$ cat src/bgpwm_pkg.sv
// package: constants for the boost gate pwm control block
package bgpwm_pkg;

    // ------------------------------------------------------------
    // clock and timing
    // ------------------------------------------------------------
    localparam int CLK_HZ = 10000000;               // system clock rate
    localparam int FS_FREQ_MIN_KHZ = 200;           // slowest fail-safe pwm
    localparam int FS_FREQ_MAX_KHZ = 1000;          // fastest fail-safe pwm
    // period in cycles for the slowest and fastest fail-safe settings
    localparam int FS_PER_MAX_CYC = CLK_HZ / (FS_FREQ_MIN_KHZ * 1000);
    localparam int FS_PER_MIN_CYC = CLK_HZ / (FS_FREQ_MAX_KHZ * 1000);
    localparam int FS_PER_STEP_CYC = (FS_PER_MAX_CYC - FS_PER_MIN_CYC) / 7;
    localparam int PER_W = 8;                       // period counter width

    // ------------------------------------------------------------
    // field widths and reset values
    // ------------------------------------------------------------
    localparam int VTGT_W = 7;                      // voltage target code width
    localparam int OVTH_W = 7;                      // overvoltage threshold width
    localparam int HYST_W = 2;                      // reactivation hysteresis width
    localparam int LIM_W = 2;                       // current limit select width
    localparam int SLOPE_W = 3;                     // slope compensation width
    localparam int FSF_W = 3;                       // fail-safe frequency width
    localparam int MINT_W = 3;                      // min on/off time width
    localparam int SKIP_W = 2;                      // skip select width
    localparam logic [6:0] VTGT_RST = 7'h00;        // minimum target at reset
    localparam logic [2:0] SLOPE_OFF = 3'h0;        // code that disables the ramp
    localparam logic [1:0] SKIP_OFF = 2'h0;         // code that disables skipping
    localparam logic SYNC_EDGE_RST = 1'b0;          // rising edge after reset
    localparam int DEB_CYC = 2;                     // sync edge debounce cycles

    // pwm phase state
    typedef enum logic [1:0]
    {
        BGPWM_IDLE = 2'b00,
        BGPWM_ON = 2'b01,
        BGPWM_OFF = 2'b10
    } bgpwm_state_t;

endpackage

$ cat src/bgpwm_ctrl.sv
// top: boost gate pwm timing source, overvoltage handling and phases
`timescale 1ns/1ps
// ------------------------------------------------------------
// ------------------------------------------------------------
module bgpwm_ctrl
    import bgpwm_pkg::*;
#(
    parameter int PHASES = 3 // number of gate phases
)
(
    // clock and reset
    input wire logic ref_clk,
    input wire logic rst,
    // settings from the serial host
    input wire logic boost_enable,
    input wire logic [VTGT_W-1:0] boost_voltage_target,
    input wire logic [OVTH_W-1:0] overvoltage_threshold,
    input wire logic [HYST_W-1:0] overvoltage_reactivation_hysteresis,
    input wire logic [PHASES*LIM_W-1:0] phase_current_limit_select,
    input wire logic [SLOPE_W-1:0] slope_compensation_select,
    input wire logic fail_safe_mode,
    input wire logic [FSF_W-1:0] fail_safe_pwm_frequency,
    input wire logic sync_edge_invert,
    input wire logic [MINT_W-1:0] min_on_time_select,
    input wire logic [MINT_W-1:0] min_off_time_select,
    input wire logic [SKIP_W-1:0] skip_cycle_select,
    input wire logic status_read,
    // sync pin
    input wire logic external_sync_input,
    // comparators
    input wire logic ov_above,
    input wire logic ov_below_react,
    input wire logic [PHASES-1:0] peak_reached,
    input wire logic [PHASES-1:0] limit_trip,
    input wire logic skip_below,
    // analog settings out
    output logic [VTGT_W-1:0] voltage_target_out,
    output logic [OVTH_W-1:0] ov_threshold_out,
    output logic [HYST_W-1:0] ov_hysteresis_out,
    output logic [PHASES*LIM_W-1:0] limit_select_out,
    output logic [SLOPE_W-1:0] slope_select_out,
    output logic slope_ramp_enable,
    output logic [SKIP_W-1:0] skip_select_out,
    // gate and status
    output logic [PHASES-1:0] gate,
    output logic overvoltage_flag,
    output logic [PHASES-1:0] phase_running_flag
);

    // ------------------------------------------------------------
    // input synchronisers
    // ------------------------------------------------------------
    logic [5+2*PHASES-1:0] raw_in; // async pins bundled for sync
    logic [5+2*PHASES-1:0] meta_r; // first stage, read only by stage two
    logic [5+2*PHASES-1:0] sync_r; // second stage

    assign raw_in = {external_sync_input, ov_above, ov_below_react, skip_below,
        1'b0, peak_reached, limit_trip};

    // two flops before any logic reads the comparators or the pin
    always_ff @(posedge ref_clk or posedge rst)
    begin
        if (rst)
        begin
            meta_r <= '0;
            sync_r <= '0;
        end
        else
        begin
            meta_r <= raw_in;
            sync_r <= meta_r;
        end
    end

    logic sync_s; // synced sync pin
    logic ov_s; // synced overvoltage compare
    logic react_s; // synced reactivation compare
    logic skip_s; // synced skip compare
    logic [PHASES-1:0] peak_s; // synced peak compare
    logic [PHASES-1:0] lim_s; // synced limit compare

    assign sync_s = sync_r[5+2*PHASES-1];
    assign ov_s = sync_r[5+2*PHASES-2];
    assign react_s = sync_r[5+2*PHASES-3];
    assign skip_s = sync_r[5+2*PHASES-4];
    assign peak_s = sync_r[2*PHASES-1:PHASES];
    assign lim_s = sync_r[PHASES-1:0];

    // ------------------------------------------------------------
    // sync edge debounce
    // ------------------------------------------------------------
    logic deb_level_r; // accepted level of the sync input
    logic [1:0] deb_cnt_r; // cycles the new level has held
    logic ext_edge; // accepted edge of chosen polarity

    // a new level must hold two cycles before it is accepted;
    // this rejects single-cycle glitches at the cost of one cycle delay
    always_ff @(posedge ref_clk or posedge rst)
    begin
        if (rst)
        begin
            deb_level_r <= 1'b0;
            deb_cnt_r <= 2'h0;
        end
        else if (sync_s == deb_level_r)
            deb_cnt_r <= 2'h0;
        else if (deb_cnt_r == 2'(DEB_CYC - 1))
        begin
            deb_level_r <= sync_s;
            deb_cnt_r <= 2'h0;
        end
        else
            deb_cnt_r <= deb_cnt_r + 2'h1;
    end

    // rising edge when invert is 0, falling when 1
    assign ext_edge = (sync_s != deb_level_r) && (deb_cnt_r == 2'(DEB_CYC - 1)) &&
        (sync_s != sync_edge_invert);

    // ------------------------------------------------------------
    // internal fail-safe pwm timebase
    // ------------------------------------------------------------
    logic [PER_W-1:0] fs_period; // period chosen by frequency code
    logic [PER_W-1:0] fs_cnt_r; // fail-safe period counter
    logic fs_tick; // fail-safe cycle start

    // code 0 is slowest, code 7 fastest, linear steps between
    assign fs_period = PER_W'(FS_PER_MAX_CYC - (int'(fail_safe_pwm_frequency) *
        (FS_PER_MAX_CYC - FS_PER_MIN_CYC)) / ((1 << FSF_W) - 1));
    assign fs_tick = (fs_cnt_r == '0);

    always_ff @(posedge ref_clk or posedge rst)
    begin
        if (rst)
            fs_cnt_r <= '0;
        else if (!fail_safe_mode || fs_cnt_r >= fs_period - PER_W'(1))
            fs_cnt_r <= '0;
        else
            fs_cnt_r <= fs_cnt_r + PER_W'(1);
    end

    // ------------------------------------------------------------
    // cycle source and measured period
    // ------------------------------------------------------------
    logic cycle_start; // start of a pwm cycle
    logic [PER_W-1:0] per_cnt_r; // cycles since last start
    logic [PER_W-1:0] period_r; // last measured period

    assign cycle_start = fail_safe_mode ? fs_tick : ext_edge;

    // the external period is measured so minimum off-time can cap duty;
    // the counter saturates, so a stalled sync never wraps
    always_ff @(posedge ref_clk or posedge rst)
    begin
        if (rst)
        begin
            per_cnt_r <= '0;
            period_r <= '1;
        end
        else if (cycle_start)
        begin
            per_cnt_r <= PER_W'(1);
            period_r <= fail_safe_mode ? fs_period : per_cnt_r;
        end
        else if (per_cnt_r != '1)
            per_cnt_r <= per_cnt_r + PER_W'(1);
    end

    // ------------------------------------------------------------
    // overvoltage handling
    // ------------------------------------------------------------
    logic ov_active_r; // pulses blocked by overvoltage
    logic ov_nxt; // next value of the block

    // hold off from trip until the rail drops under threshold - hysteresis
    always_comb
    begin
        ov_nxt = ov_active_r;
        if (ov_s)
            ov_nxt = 1'b1;
        else if (ov_active_r && react_s)
            ov_nxt = 1'b0;
    end

    always_ff @(posedge ref_clk or posedge rst)
    begin
        if (rst)
            ov_active_r <= 1'b0;
        else
            ov_active_r <= ov_nxt;
    end

    // latched flag: a new trip wins over a status read clear
    always_ff @(posedge ref_clk or posedge rst)
    begin
        if (rst)
            overvoltage_flag <= 1'b0;
        else if (ov_s)
            overvoltage_flag <= 1'b1;
        else if (status_read && !ov_active_r)
            overvoltage_flag <= 1'b0;
    end

    // ------------------------------------------------------------
    // phases
    // ------------------------------------------------------------
    logic allow; // gate permitted this cycle
    logic skip_now; // skip comparator suppresses pulses
    logic duty_req; // loop wants a pulse

    assign skip_now = (skip_cycle_select != SKIP_OFF) && skip_s;
    assign allow = boost_enable && !ov_active_r && !ov_s;
    assign duty_req = !skip_now;

    genvar gi;
    generate
        for (gi = 0; gi < PHASES; gi++)
        begin : g_phase
            bgpwm_phase u_phase (
                .ref_clk(ref_clk),
                .rst(rst),
                .cycle_start(cycle_start),
                .period_cyc(period_r),
                .min_on_time_select(min_on_time_select),
                .min_off_time_select(min_off_time_select),
                .allow(allow),
                .duty_req(duty_req),
                .peak_reached(peak_s[gi]),
                .limit_trip(lim_s[gi]),
                .gate(gate[gi])
            );
        end
    endgenerate

    // running flags drop with an overvoltage and return after recovery
    always_ff @(posedge ref_clk or posedge rst)
    begin
        if (rst)
            phase_running_flag <= '0;
        else if (ov_s || ov_nxt)
            phase_running_flag <= '0;
        else
            phase_running_flag <= {PHASES{boost_enable}};
    end

    // ------------------------------------------------------------
    // settings registered out to the analog side
    // ------------------------------------------------------------
    always_ff @(posedge ref_clk or posedge rst)
    begin
        if (rst)
        begin
            voltage_target_out <= VTGT_RST;
            ov_threshold_out <= '0;
            ov_hysteresis_out <= '0;
            limit_select_out <= '0;
            slope_select_out <= SLOPE_OFF;
            slope_ramp_enable <= 1'b0;
            skip_select_out <= SKIP_OFF;
        end
        else
        begin
            voltage_target_out <= boost_voltage_target;
            ov_threshold_out <= overvoltage_threshold;
            ov_hysteresis_out <= overvoltage_reactivation_hysteresis;
            limit_select_out <= phase_current_limit_select;
            slope_select_out <= slope_compensation_select;
            slope_ramp_enable <= (slope_compensation_select != SLOPE_OFF);
            skip_select_out <= skip_cycle_select;
        end
    end
endmodule // bgpwm_ctrl

$ cat src/bgpwm_phase.sv
// one gate phase: on-time, minimum on/off time and per-cycle cut-off
`timescale 1ns/1ps
module bgpwm_phase
    import bgpwm_pkg::*;
(
    // clock and reset
    input wire logic ref_clk,
    input wire logic rst,
    // timing
    input wire logic cycle_start,
    input wire logic [PER_W-1:0] period_cyc,
    input wire logic [MINT_W-1:0] min_on_time_select,
    input wire logic [MINT_W-1:0] min_off_time_select,
    // gating
    input wire logic allow,
    input wire logic duty_req,
    input wire logic peak_reached,
    input wire logic limit_trip,
    // output
    output logic gate
);

    bgpwm_state_t state_r; // pulse state
    logic [PER_W-1:0] cnt_r; // cycles since pulse start
    logic [PER_W-1:0] on_max; // latest allowed on-cycle
    logic [PER_W-1:0] on_min; // least on cycles

    // ------------------------------------------------------------
    // duty limits
    // ------------------------------------------------------------
    // max on-time is the period less the minimum off-time
    assign on_max = (period_cyc > PER_W'(min_off_time_select) + PER_W'(1)) ?
        PER_W'(period_cyc - PER_W'(min_off_time_select)) : PER_W'(1);
    assign on_min = PER_W'(min_on_time_select) + PER_W'(1);

    // ------------------------------------------------------------
    // pulse state machine
    // ------------------------------------------------------------
    always_ff @(posedge ref_clk or posedge rst)
    begin
        if (rst)
        begin
            state_r <= BGPWM_IDLE;
            cnt_r <= '0;
        end
        else
        begin
            case (state_r)
                BGPWM_IDLE:
                begin
                    // zero duty requested: no pulse at all
                    if (cycle_start && allow && duty_req)
                    begin
                        state_r <= BGPWM_ON;
                        cnt_r <= PER_W'(1);
                    end
                end
                BGPWM_ON:
                begin
                    cnt_r <= cnt_r + PER_W'(1);
                    // hard stops win over the minimum on-time
                    if (!allow || limit_trip)
                        state_r <= BGPWM_OFF;
                    else if (cycle_start)
                    begin
                        // a new cycle while still on restarts the pulse when duty_req is set, so a zero
                        // minimum off-time never drops every other cycle
                        state_r <= duty_req ? BGPWM_ON : BGPWM_OFF;
                        cnt_r <= PER_W'(1);
                    end
                    else if (cnt_r >= on_max)
                        state_r <= BGPWM_OFF;
                    else if (peak_reached && cnt_r >= on_min)
                        state_r <= BGPWM_OFF;
                end
                BGPWM_OFF:
                begin
                    // wait for the next cycle start
                    if (cycle_start && allow && duty_req)
                    begin
                        state_r <= BGPWM_ON;
                        cnt_r <= PER_W'(1);
                    end
                    else
                        state_r <= BGPWM_OFF;
                end
                default:
                    state_r <= BGPWM_IDLE;
            endcase
        end
    end

    // gate registered from state
    always_ff @(posedge ref_clk or posedge rst)
    begin
        if (rst)
            gate <= 1'b0;
        else
            gate <= (state_r == BGPWM_ON) && allow && !limit_trip;
    end
endmodule // bgpwm_phase

$ cat config.mk
export PLATFORM = sky130hd
export DESIGN_NAME = bgpwm_ctrl
export DESIGN_NICKNAME = d
export VERILOG_FILES = /design/src/bgpwm_pkg.sv /design/src/bgpwm_ctrl.sv /design/src/bgpwm_phase.sv
export SDC_FILE = /design/constraint.sdc
export NUM_CORES = 1
export LEC_CHECK = 0
export ABC_CLOCK_PERIOD_IN_PS = 3400
export BUFFER_PORTS_ARGS = -buffer_cell sky130_fd_sc_hd__buf_2
export CAP_MARGIN = 5
export CORE_AREA = 2 2 93 185
export CTS_BUF_LIST = sky130_fd_sc_hd__clkbuf_4
export DETAILED_ROUTE_END_ITERATION = 6
export DIE_AREA = 0 0 95 187
export GPL_TIMING_DRIVEN = 0
export PLACE_DENSITY = 0.66
export SLEW_MARGIN = 20
export SYNTH_ARGS = -nofsm -noshare
export SYNTH_HDL_FRONTEND = slang
export SYNTH_SLANG_ARGS = --single-unit
export TNS_END_PERCENT = 5
$ cat constraint.sdc
create_clock -name ref_clk -period 3.4 [get_ports ref_clk]
set_input_delay 0.17 -clock ref_clk [delete_from_list [all_inputs] [get_ports ref_clk]]
set_output_delay 0.17 -clock ref_clk [all_outputs]
set_load 0.01 [all_outputs]
After elaboration in Yosys (flattened, before gate mapping)
Cells that the tools add are included.
{ "word_totals": {"register_bits": 113, "latchBits": 0, "ramBits": 0, "mem_bits_ro": 0, "word_cells": 161, "n_memories": 0} }
{ "classes": {"add_sub_neg": 11, "mul": 1, "n_div": 1, "magnitude_cmp": 8, "eq_ne": 20, "n_shift": 0, "n_mux": 41, "bitwise": 1, "n_reduce_logical": 52} }
{ "op_table": {"columns": ["cell", "n"], "rows": [
  ["8-bit 2-to-1 mux", 12],
  ["8-bit >= comparator", 7],
  ["8-bit case mux with 2 select lines", 3],
  ["8-bit by 1-bit adder with 8-bit output, second input constant", 5],
  ["2-bit 2-to-1 mux", 17],
  ["32-bit by 4-bit divider with 32-bit output, second input constant", 1],
  ["1-bit logical AND", 18],
  ["2-bit case mux with 3 select lines", 3],
  ["5-bit by 1-bit != test with 1-bit output, second input constant", 3],
  ["2-bit AND reduction", 7],
  ["2-bit nonzero test", 6],
  ["3-bit by 1-bit adder with 4-bit output, second input constant", 2],
  ["2-bit by 1-bit equality test with 1-bit output, second input constant", 4],
  ["8-bit greater-than comparator", 1],
  ["1-bit logical NOT", 8],
  ["8-bit logical NOT", 1],
  ["2-bit by 1-bit != test with 1-bit output, second input constant", 4],
  ["8-bit != test, second input constant", 1],
  ["7-bit by 8-bit subtractor with 8-bit output, first input constant", 1],
  ["8-bit by 1-bit subtractor with 8-bit output, second input constant", 1],
  ["8-bit by 3-bit subtractor with 8-bit output", 1],
  ["2-bit equality test, second input constant", 3],
  ["2-bit logical NOT", 3],
  ["3-bit by 3-bit multiplier with 6-bit output, second input constant", 1],
  ["other kinds (10)", 22]
]} }

Depth between registers and ports, before layout
Gate-level depths: netlist of run 1.
{ "logic_depth": {"ltp_word": 8, "mapped_depth": 38, "ltp_nobuf": 37} }

By module
A second synthesis of run 1 with hierarchy kept.
{ "hier_totals": {"hier_cells": 861, "area_unflattened_um2": 8002.7} }
{ "by_module_without_submodules": {"columns": ["module", "instances", "cells_each", "area_per_inst_um2", "seq_area_each_um2"], "rows": [
  ["bgpwm_ctrl", 1, 426, 4376.7, 1961.9],
  ["bgpwm_phase", 3, 145, 1208.7, 275.3]
]} }

Worst setup path after synthesis of run 1
OpenSTA, ideal clock, no wires.
{ "synth_path": {"path_kind": "input to register", "start": "in fail_safe_pwm_frequency[0]", "end": "reg fs_cnt_r[2]", "t_arrival_ps": 7498, "slack_ps": -4173, "cell_stages": 38, "path_cell_list": "ha_1 and2_1 ha_1 clkbuf_1 and2_1 ha_1 nand2b_1 o21a_1 nor4_4 or3_1 nand3_1 xnor2_1 ha_1 o41ai_1 a41o_1 a21oi_4 nor3_1 nor2_1 [... 2 more ...] nor4_1 or4_1 a221o_1 a2111oi_4 inv_1 ha_1 xnor2_1 nand3_1 xnor2_1 ha_1 nor2b_1 o21ai_0 nand2b_1 a21oi_1 nor2b_1 o21ai_0 nand3b_1 nor2_1"} }
{ "synth_between": {"elab_chain_cells": 7} }
{ "synth_rtl": {"columns": ["item", "line_no", "source"], "rows": [
  ["start, declared", "bgpwm_ctrl.sv:22", "input wire logic [FSF_W-1:0] fail_safe_pwm_frequency,"],
  ["3-bit by 3-bit multiplier with 6-bit output", "bgpwm_ctrl.sv:128", "assign fs_period = PER_W'(FS_PER_MAX_CYC - (int'(fail_safe_pwm_frequency) *"],
  ["32-bit by 4-bit divider with 32-bit output", "bgpwm_ctrl.sv:129", "(FS_PER_MAX_CYC - FS_PER_MIN_CYC)) / ((1 << FSF_W) - 1));"],
  ["7-bit by 8-bit subtractor with 8-bit output", "bgpwm_ctrl.sv:128", null],
  ["8-bit by 1-bit subtractor with 8-bit output", "bgpwm_ctrl.sv:136", "else if (!fail_safe_mode || fs_cnt_r >= fs_period - PER_W'(1))"],
  ["8-bit >= comparator", "bgpwm_ctrl.sv:136", null],
  ["1-bit logical OR", "bgpwm_ctrl.sv:136", null],
  ["8-bit 2-to-1 mux", "bgpwm_ctrl.sv:136", null],
  ["end signal, assigned", "bgpwm_ctrl.sv:139", "fs_cnt_r <= fs_cnt_r + PER_W'(1);"],
  ["end, declared", "bgpwm_ctrl.sv:124", "logic [PER_W-1:0] fs_cnt_r;"]
]} }
Every way passes these cells.
A chain may end at the register's enable or synchronous reset.

Worst setup path in the final report of run 1
{ "layout_path": {"start": "in fail_safe_pwm_frequency[0]", "end": "reg fs_cnt_r[6]"} }
Same word-level chain as after synthesis.

==> out/metrics.csv, run 1 <==
metric;value;unit
clk_latency;0.47;ns
gp_congestion;0.861;
die_h;187;um
rsz0062_at_grt;true;
grtUsageTotal;0.202;
grt_pass1_wl;29.5;mm
slew-limit-headroom;0.316;
post-synth-top-count-cell;dfrtp_1;
cp_common_cell;ha_4;
maxCapViolCount;0;
synth-edff-count;0;
finalCritPeriodShare;1.99;
grt_overflow_total;0;
finish.utilization;0.553;
drc;0;
firstDrtPassIters;7;
synthDistinctLibCells;78;
initial_core_util;0.437;
crit_fanout;8;
holdWs;0.213;ns
grt_antenna_before_repair;1;
worstSetupStartpointType;primary input;
ys.flop_type;dfrtp_1;
p_leak;4.19;nW
yosysWarnings;0;
post-place-cells;1057;
cpPeakStageDelay;0.48;ns
synthMuxAreaShare;0.0149;
instances_no_fill;1141;
cp-end-kind;register;
synthXorXnorAreaFrac;0.0482;
synth_top_cell_area_share;0.357;
worst_slack;-3.37;ns
cp_data_required_time;3.82;ns
max_freq;148;MHz
startpoint;fail_safe_pwm_frequency[0];
async_reset_ff_frac;1.00;
ys_ff_latch;111;
violations;setup timing;
worst-setup-path-type;in -> reg;
synthCells;764;
ys_seq_area_frac;0.386;
powerDensity;500;nW/um2
drt_iter0_markers;343;
rr_startpoint;period_r[1];
fin_nets;1053;
multi_input_area;4590;um2
fp.dieW;95;um
ir_drop;0.000420;V
synth-compound-area-share;0.192;
path_clk_slew;0.18;ns
netlist_top_cells_count;103 x dfrtp_1, 72 x ha_1, 67 x o21ai_0;
period_needed;6.77;ns
row_count;67;
setup_viol;18;
hold_viol;0;
crit_slowest_cell;or4_1;
die_area;17800;um2
skew;0.0225;ns
io_pins;87;
core_area;16500;um2
syn_to_final_growth;26.6;%
yosys.area_share.simple;0.200;
synth.cell_area;7220;um2
hold_start;fail_safe_mode;
routed_wl;17.5;mm
hold_class;in -> reg;
cts_buffer_depth;2;
cts_buffers;9;
synth_fa_ha_area_frac;0.128;
synthTopCellsByArea;dfrtp_1 36%, ha_1 12%, o21ai_0 4.6%;
cts_root_buf;clkbuf_4;
synth_nets;889;
cts_tree;yes;
grt_pass1_vias;6276;
fillCellCount;1459;
synth_top_family_by_area;simple AND/OR/NAND/NOR gates;
outcome;finished with violations;
crit_arrival;7.18;ns
synth_top_area_cell;dfrtp_1;
via_count;6350;
layout-drive-gt1-share;0.241;
slew_viol_final;0;
drt-wirelength-per-cell;15.3;um
dp_hpwl;12.4;mm
cts_sinks;111;
worst_pin_slew;1.02;ns
grt_max_degree;57;
numPortBuffers;85;
htree_levels;3;
register_area;2790;um2
viasPerCell;5.57;
avgSynthCellArea;9.44;um2
detail-route-antenna-nets;0;
## placed cells by master, fill, tap and decap left out, types with 17 or more instances in the layout
cell type / count
dfrtp_1: 103
buf_4: 30
o21ai_0: 57
buf_2: 87
a21oi_1: 38
nor3_1: 19
and3_1: 17
nand3_1: 26
ha_1: 64
nand2b_1: 18
dlygate4sd3_1: 40
nor2_1: 44
nand2_1: 57
inv_1: 27
nor2b_1: 17
## path summary, 6_finish.rpt
kind | endpoint | slack [ns] | cells past startpoint
hold / removal | period_r[1] | 0.21 | 3
max in group asynchronous | g_phase[1].u_phase.state_r[1] | 2.49 | 4
hold reg to reg | sync_r[5] | 0.35 | 0
min in group asynchronous | meta_r[10] | 0.30 | 3
setup reg to reg | g_phase[0].u_phase.state_r[1] | -0.06 | 20
setup / recovery | fs_cnt_r[6] | -3.37 | 38
## power by group
group / internal [mW] / switching [mW] / total (mW)
clock network: 0.173 / 0.477 / 0.650
logic: 1.05 / 1.19 / 2.24
registers: 1.51 / 0.171 / 1.69
## worst max-delay path, delay by kind of cell
family	cells	cell delay (ns)
buffers and inverters	4	0.53
adder cells (fa/ha/maj)	7	1.50
XOR/XNOR	4	0.69
AO/OA/AOI/OAI	9	1.84
AND/OR/NAND/NOR	14	2.47
## metrics by stage
stage / total power [mW] / setup TNS (ns) / setup WS, ns / area (um2)
3_5_place_dp: 3.62 / -70.78 / -5.16 / 8020
6_report: 4.57 / -41.91 / -3.37 / 9140
5_1_grt: 4.96 / -48.46 / -3.68 / 9140
2_1_floorplan: 3.13 / -51.00 / -3.90 / 7300
4_1_cts: 4.50 / -40.09 / -3.25 / 8910
3_3_place_gp: 3.53 / -163.19 / -5.07 / 7990
## kinds of logic after synthesis
logic type	Yosys count
compound gates	207
xor+xnor	38
fa+ha+maj	73
buf+inv	51
flops	111
mux	10
simple gates	274
## final cells by class
cell class | instances | area share
Buffer | 22 | 0.0144
Tap cell | 207 | 0.0283
Sequential cell | 111 | 0.305
Timing Repair Buffer | 153 | 0.121
Multi-Input combinational cell | 602 | 0.502
Clock buffer | 9 | 0.00740
Inverter | 29 | 0.0125
Antenna cell | 1 | 0.000274
Clock inverter | 7 | 0.00849
## what timing repair did
action	4_1_cts	5_1_grt
pin swaps	26	24
hold buffers	40	0
setup endpoints to repair	22	36
setup buffers	19	8
hold endpoints to repair	87	0
resized for setup	41	38
## flip-flops by register name, summed over array words and instances, names as in the netlist, 7 cells and up
register / flops
period_r: 8
g_phase.u_phase.cnt_r: 24
sync_r: 10
per_cnt_r: 8
ov_threshold_out: 7
fs_cnt_r: 8
voltage_target_out: 7
meta_r: 10
## metal layers
| layer | up-vias | GRT usage | wire length [um] |
|---|---|---|---|
| met2 | 179 | 0.319 | 8410 |
| met5 | - | 0 | 0 |
| met1 | 3029 | 0.290 | 7980 |
| met3 | 17 | 0.0318 | 822 |
| li1 | 3125 | - | - |
| met4 | 0 | 0.0479 | 235 |
Note: power is estimated with default switching activity, not from simulation.
==> run 2: changes to the inputs <==
--- a/config.mk
+++ b/config.mk
@@ -8,12 +8,14 @@
 export ABC_CLOCK_PERIOD_IN_PS = 3400
 export BUFFER_PORTS_ARGS = -buffer_cell sky130_fd_sc_hd__buf_2
 export CAP_MARGIN = 5
-export CORE_AREA = 2 2 93 185
+export CELL_PAD_IN_SITES_DETAIL_PLACEMENT = 2
+export CELL_PAD_IN_SITES_GLOBAL_PLACEMENT = 2
+export CORE_AREA = 2 2 107 212
 export CTS_BUF_LIST = sky130_fd_sc_hd__clkbuf_4
 export DETAILED_ROUTE_END_ITERATION = 6
-export DIE_AREA = 0 0 95 187
+export DIE_AREA = 0 0 109 214
 export GPL_TIMING_DRIVEN = 0
-export PLACE_DENSITY = 0.66
+export PLACE_DENSITY_LB_ADDON = 0.1
 export SLEW_MARGIN = 20
 export SYNTH_ARGS = -nofsm -noshare
 export SYNTH_HDL_FRONTEND = slang
==> out/metrics.csv, run 2 (synthesis results as in run 1) <==
metric;value;unit;change
outcome;finished with violations;;
violations;setup timing;;
drt_iter0_markers;134;;-61%
finish.utilization;0.430;;-0.123
worst_slack;-3.49;ns;-0.123 ns
crit_arrival;7.37;ns;+0.19 ns
period_needed;6.89;ns;+0.123 ns
finalCritPeriodShare;2.03;;+0.0361
firstDrtPassIters;4;;-3
worst-setup-path-type;in -> reg;;
rsz0062_at_grt;true;;
max_freq;145;MHz;-1.8%
cp_data_required_time;3.88;ns;+0.06 ns
grt_antenna_before_repair;1;;unchanged
drt-wirelength-per-cell;22.1;um;+45%
layout-drive-gt1-share;0.253;;+0.0118
slew_viol_final;0;;unchanged
fp.dieW;109;um;+15%
cp_top_family;simple AND/OR/NAND/NOR gates;;
grt_pass1_wl;42.0;mm;+42%
grt_overflow_total;0;;unchanged
cp_common_cell;ha_4;;
slew-limit-headroom;0.337;;+0.0210
die_h;214;um;+14%
row_count;76;;+13%
maxCapViolCount;0;;unchanged
via_count;6646;;+4.7%
drc;0;;unchanged
reg.largest.list;g_phase.u_phase.cnt_r (24), meta_r (10), sync_r (10);;
initial_core_util;0.334;;-0.103
critPathBufInv;5;;+1
core_area;21600;um2;+31%
io_pins;87;;unchanged
die_area;23300;um2;+31%
layout_commonest_cell;dfrtp_1;;
cts_buffers;9;;unchanged
syn_to_final_growth;28.7;%;
r2r_slack;-0.30;ns;-0.24 ns
setup_viol;22;;+4
cts_buffer_depth;2;;unchanged
worstSetupStartpointType;primary input;;
top_register;g_phase.u_phase.cnt_r;;
r2r_cells;20;;unchanged
skew;0.0580;ns;+0.0355 ns
grt_max_degree;77;;+35%
cts_sinks;111;;unchanged
cts_tree;yes;;
hold_class;in -> async;;
finalPower;4.90;mW;+7.1%
htree_levels;3;;unchanged
cpPeakStageDelay;0.41;ns;-0.07 ns
dp_hpwl;19.6;mm;+58%
final_cell_mix;103 x dfrtp_1, 88 x buf_2, 64 x ha_1;;
viasPerCell;5.49;;-1.4%
clk_latency;0.57;ns;+0.10 ns
crit_slowest_cell;or4_1;;
hold_viol;0;;unchanged
worst_pin_slew;0.987;ns;-0.0313 ns
r2r-end;g_phase[0].u_phase.state_r[1];;
cts_root_buf;clkbuf_4;;
ir_drop;0.000192;V;-54%
cp-end-kind;register;;
grtUsageTotal;0.238;;+0.0359
p_leak;4.23;nW;+0.86%
crit_fanout;8;;unchanged
path_clk_slew;0.25;ns;+0.07 ns
routed_wl;26.8;mm;+54%
detail-route-antenna-nets;0;;unchanged
fillCellCount;2327;;+59%
largest_reg_flops;24;;unchanged
numPortBuffers;85;;unchanged
grt_pass1_vias;7722;;+23%
rr_startpoint;period_r[1];;
fin_nets;1057;;+0.38%
gp_congestion;0.859;;-0.26%
powerDensity;527;nW/um2;+5.4%
run 2: changes by cell type in the layout (fill, tap and decap cells not counted), sizes merged:
cell      previous run  this run
inv                 31        30
buf                126       130
clkinvlp             1         3
clkinv               4         3
run 2: where the power goes:
| part | total [mW] | switching (mW) | internal [mW] |
|---|---|---|---|
| clock network | 0.710 | 0.540 | 0.170 |
| logic | 2.47 | 1.38 | 1.10 |
| registers | 1.71 | 0.199 | 1.51 |
| total | 4.90 | 2.12 | 2.78 |
run 2: per-layer routing:
metal | wire length (um) | GRT usage | up-vias | share of wire
met5 | 0 | 0 | - | 0
met4 | 1320 | 0.117 | 0 | 0.049
met3 | 305 | 0.0219 | 55 | 0.011
met2 | 17000 | 0.510 | 71 | 0.63
met1 | 8210 | 0.197 | 3410 | 0.31
li1 | - | - | 3110 | -
run 2: area by class of cell:
type / count / area [um2] / area share
inverter: 29 / 118 / 0.0127
multi-input combinational: 602 / 4640 / 0.500
buffer: 22 / 133 / 0.0143
clock inverter: 7 / 75.1 / 0.00808
antenna: 1 / 2.50 / 0.000269
clock buffer: 9 / 67.6 / 0.00727
timing repair buffer: 157 / 1120 / 0.121
tap: 273 / 342 / 0.0368
sequential: 111 / 2790 / 0.300
run 2: worst max-delay path by stage:
stage                               startpoint     endpoint  slack (ns)  cells after the start
floorplan           fail_safe_pwm_frequency[0]  fs_cnt_r[0]       -3.90                     33
global placement    fail_safe_pwm_frequency[0]  fs_cnt_r[0]       -5.49                     35
detailed placement  fail_safe_pwm_frequency[0]  fs_cnt_r[6]       -5.71                     35
CTS                 fail_safe_pwm_frequency[0]  fs_cnt_r[6]       -3.44                     38
global route        fail_safe_pwm_frequency[0]  fs_cnt_r[6]       -3.73                     40
finish              fail_safe_pwm_frequency[0]  fs_cnt_r[6]       -3.49                     38
run 2: timing repair:
| action | 4_1_cts | 5_1_grt |
|---|---|---|
| hold endpoints to repair | 143 | 0 |
| setup buffers | 28 | 3 |
| endpoints found under the setup margin | 42 | 39 |
| pin swaps | 39 | 20 |
| hold buffers | 40 | 0 |
| resized for setup | 73 | 27 |
run 2: metrics by stage:
| stage | setup slack (ns) | setup TNS [ns] | area, um2 | cells | hold WS (ns) |
|---|---|---|---|---|---|
| 2_1_floorplan | -3.90 | -51.00 | 7300 | 764 | 0.201 |
| 3_3_place_gp | -5.49 | -178.43 | 8070 | 1122 | 0.278 |
| 3_5_place_dp | -5.71 | -83.66 | 8100 | 1123 | 0.187 |
| 4_1_cts | -3.44 | -47.47 | 9190 | 1207 | 0.0885 |
| 5_1_grt | -3.73 | -48.86 | 9290 | 1211 | 0.118 |
| 6_report | -3.49 | -44.79 | 9290 | 1211 | 0.124 |
run 2: worst min-delay path, delay by kind of cell:
kind / cells / cell delay [ns]
buffers and inverters: 3 / 0.99
==> run 3: changes to the inputs <==
--- a/config.mk
+++ b/config.mk
@@ -16,6 +16,7 @@
 export DIE_AREA = 0 0 109 214
 export GPL_TIMING_DRIVEN = 0
 export PLACE_DENSITY_LB_ADDON = 0.1
+export REMOVE_ABC_BUFFERS = 1
 export SLEW_MARGIN = 20
 export SYNTH_ARGS = -nofsm -noshare
 export SYNTH_HDL_FRONTEND = slang
==> out/metrics.csv, run 3 (synthesis results as in run 1) <==
metric;value;unit;change
outcome;finished with violations;;
violations;setup timing;;
holdWs;0.0708;ns;-0.0536 ns
crit_arrival;7.26;ns;-0.11 ns
maxCapViolCount;0;;unchanged
stdcell_area;9380;um2;+0.96%
grt_pass1_vias;7520;;-2.6%
cp_top_family;simple AND/OR/NAND/NOR gates;;
viasPerCell;5.52;;+0.66%
slew-limit-headroom;0.394;;+0.0569
power_frac_seq;0.343;;-0.007
drc;0;;unchanged
detail-route-antenna-nets;0;;unchanged
hold_start;fail_safe_mode;;
cpPeakStageDelay;0.52;ns;+0.11 ns
largest_reg_flops;24;;unchanged
drt_iter0_markers;182;;+36%
core_area;21600;um2;unchanged
grt_antenna_before_repair;1;;unchanged
path_clk_slew;0.20;ns;-0.05 ns
period_needed;6.73;ns;-0.157 ns
skew;0.0477;ns;-0.0102 ns
finalPower;4.97;mW;+1.6%
numPortBuffers;86;;+1.2%
io_pins;87;;unchanged
cts_sinks;111;;unchanged
fp.dieW;109;um;unchanged
intPower;2.82;mW;+1.4%
fin_tns_setup;-41.31;ns;+3.48 ns
swShare;0.433;;+0.00113
cp_data_required_time;3.93;ns;+0.05 ns
worst-setup-path-type;in -> reg;;
fin_nets;1044;;-1.2%
ir_drop;0.000267;V;+39%
cp.depth;36;;-5.3%
post-place-cells;1102;;-1.9%
worst_slack;-3.33;ns;+0.157 ns
instances_no_fill;1198;;-1.1%
htree_levels;3;;unchanged
top_register;g_phase.u_phase.cnt_r;;
hold_path_depth;3;;
cts_buffer_depth;2;;unchanged
cts_tree;yes;;
firstDrtPassIters;4;;unchanged
critPathBufInv;6;;+1
dp_slack;-6.12;ns;-0.415 ns
max_freq;149;MHz;+2.3%
gp_congestion;0.862;;+0.44%
grt_max_degree;70;;-9.1%
cts_root_buf;clkbuf_4;;
worst_pin_slew;0.900;ns;-0.0873 ns
powerDensity;530;nW/um2;+0.61%
slew_viol_final;0;;unchanged
worstSetupStartpointType;primary input;;
rsz0062_at_grt;true;;
finish.utilization;0.434;;+0.00411
setup_viol;19;;-14%
row_count;76;;unchanged
finalCritPeriodShare;1.98;;-0.0463
cp_common_cell;ha_4;;
p_sw;2.16;mW;+1.8%
r2r_cells;19;;-5.0%
hold_viol;0;;unchanged
die_h;214;um;unchanged
crit_slowest_cell;or4_4;;
grtUsageTotal;0.233;;-0.00445
p_leak;4.22;nW;-0.15%
crit_fanout;8;;unchanged
via_count;6618;;-0.42%
cp-end-kind;register;;
layout_commonest_cell;dfrtp_1;;
reg.largest.list;g_phase.u_phase.cnt_r (24), meta_r (10), sync_r (10);;
routed_wl;26.2;mm;-2.5%
rr_startpoint;period_r[1];;
clk_latency;0.59;ns;+0.02 ns
grt_pass1_wl;41.3;mm;-1.6%
die_area;23300;um2;unchanged
syn_to_final_growth;29.9;%;
final_cell_mix;103 x dfrtp_1, 83 x buf_2, 63 x ha_1;;
cts_buffers;9;;unchanged
grt_overflow_total;0;;unchanged
layout-drive-gt1-share;0.272;;+0.0187
startpoint;fail_safe_pwm_frequency[0];;
drt-wirelength-per-cell;21.8;um;-1.5%
initial_core_util;0.334;;unchanged
hold_class;in -> reg;;
clock_power_share;0.148;;+0.003
placed_cell_area;7920;um2;-2.3%
comb_power_share;0.509;;+0.004
dp_hpwl;19.1;mm;-2.4%
[run 3: cell types whose count changed in the layout (fill, tap and decap cells not counted), moves of 2 or more]
cell | previous run | this run
nor3_2 | 1 | 3
nor2_4 | 4 | 7
buf_12 | 1 | 3
nand2_2 | 0 | 2
buf_8 | 2 | 0
nand2_1 | 57 | 55
nor2b_1 | 16 | 14
o21ai_1 | 20 | 15
clkbuf_1 | 8 | 0
nor2_2 | 4 | 2
nor3_1 | 19 | 17
buf_2 | 88 | 83
o21ai_0 | 48 | 53
[run 3: worst reg2reg max path, stage by stage, from the launching register on]
cell,delay (ns)
dfstp_2,0.65
ha_4,0.23
nor2b_1,0.12
o21ai_1,0.13
nand2b_1,0.09
a21oi_2,0.14
a41oi_1,0.08
or3_4,0.42
nand2b_4,0.11
ha_1,0.23
nand2b_1,0.14
a21o_1,0.19
a21o_1,0.19
a21oi_2,0.13
nor2b_1,0.05
o21ai_1,0.12
nand2b_1,0.11
a31oi_4,0.18
o21ai_1,0.10
o31ai_1,0.08
[run 3: cell type report]
cell class / count / area, um2
Clock buffer: 9 / 67.6
Clock inverter: 7 / 87.6
Multi-Input combinational cell: 602 / 4760
Antenna cell: 1 / 2.50
Sequential cell: 111 / 2790
Inverter: 29 / 118
Tap cell: 273 / 342
Fill cell: 2321 / 12200
Timing Repair Buffer: 166 / 1210
[run 3: final timing paths]
kind / end / slack, ns
worst max-delay path: fs_cnt_r[0] / -3.33
worst min-delay path: period_r[0] / 0.07
worst max register to register: g_phase[0].u_phase.state_r[1] / -0.15
worst min register to register: sync_r[3] / 0.37
max in group asynchronous: period_r[6] / 2.50
min in group asynchronous: voltage_target_out[2] / 0.11
[run 3: what timing repair did]
action                     4_1_cts  5_1_grt
setup endpoints to repair       46       46
pin swaps                       36       30
hold endpoints to repair        96        0
hold buffers                    40        0
gates resized for setup         92       39
buffers inserted                30        9
[run 3: power by group through the flow]
stage | clock network (mW) | logic, mW | registers (mW)
floorplan | 0 | 1.41 | 1.67
global placement | 0 | 1.90 | 1.71
detailed placement | 0 | 2.06 | 1.73
CTS | 0.764 | 2.36 | 1.70
global route | 0.821 | 2.81 | 1.74
finish | 0.737 | 2.53 | 1.71
[run 3: routing by layer]
metal,track usage,routed length (um)
met2,0.484,16600
met3,0.0301,421
met1,0.210,8270
met4,0.0996,875
met5,0,0
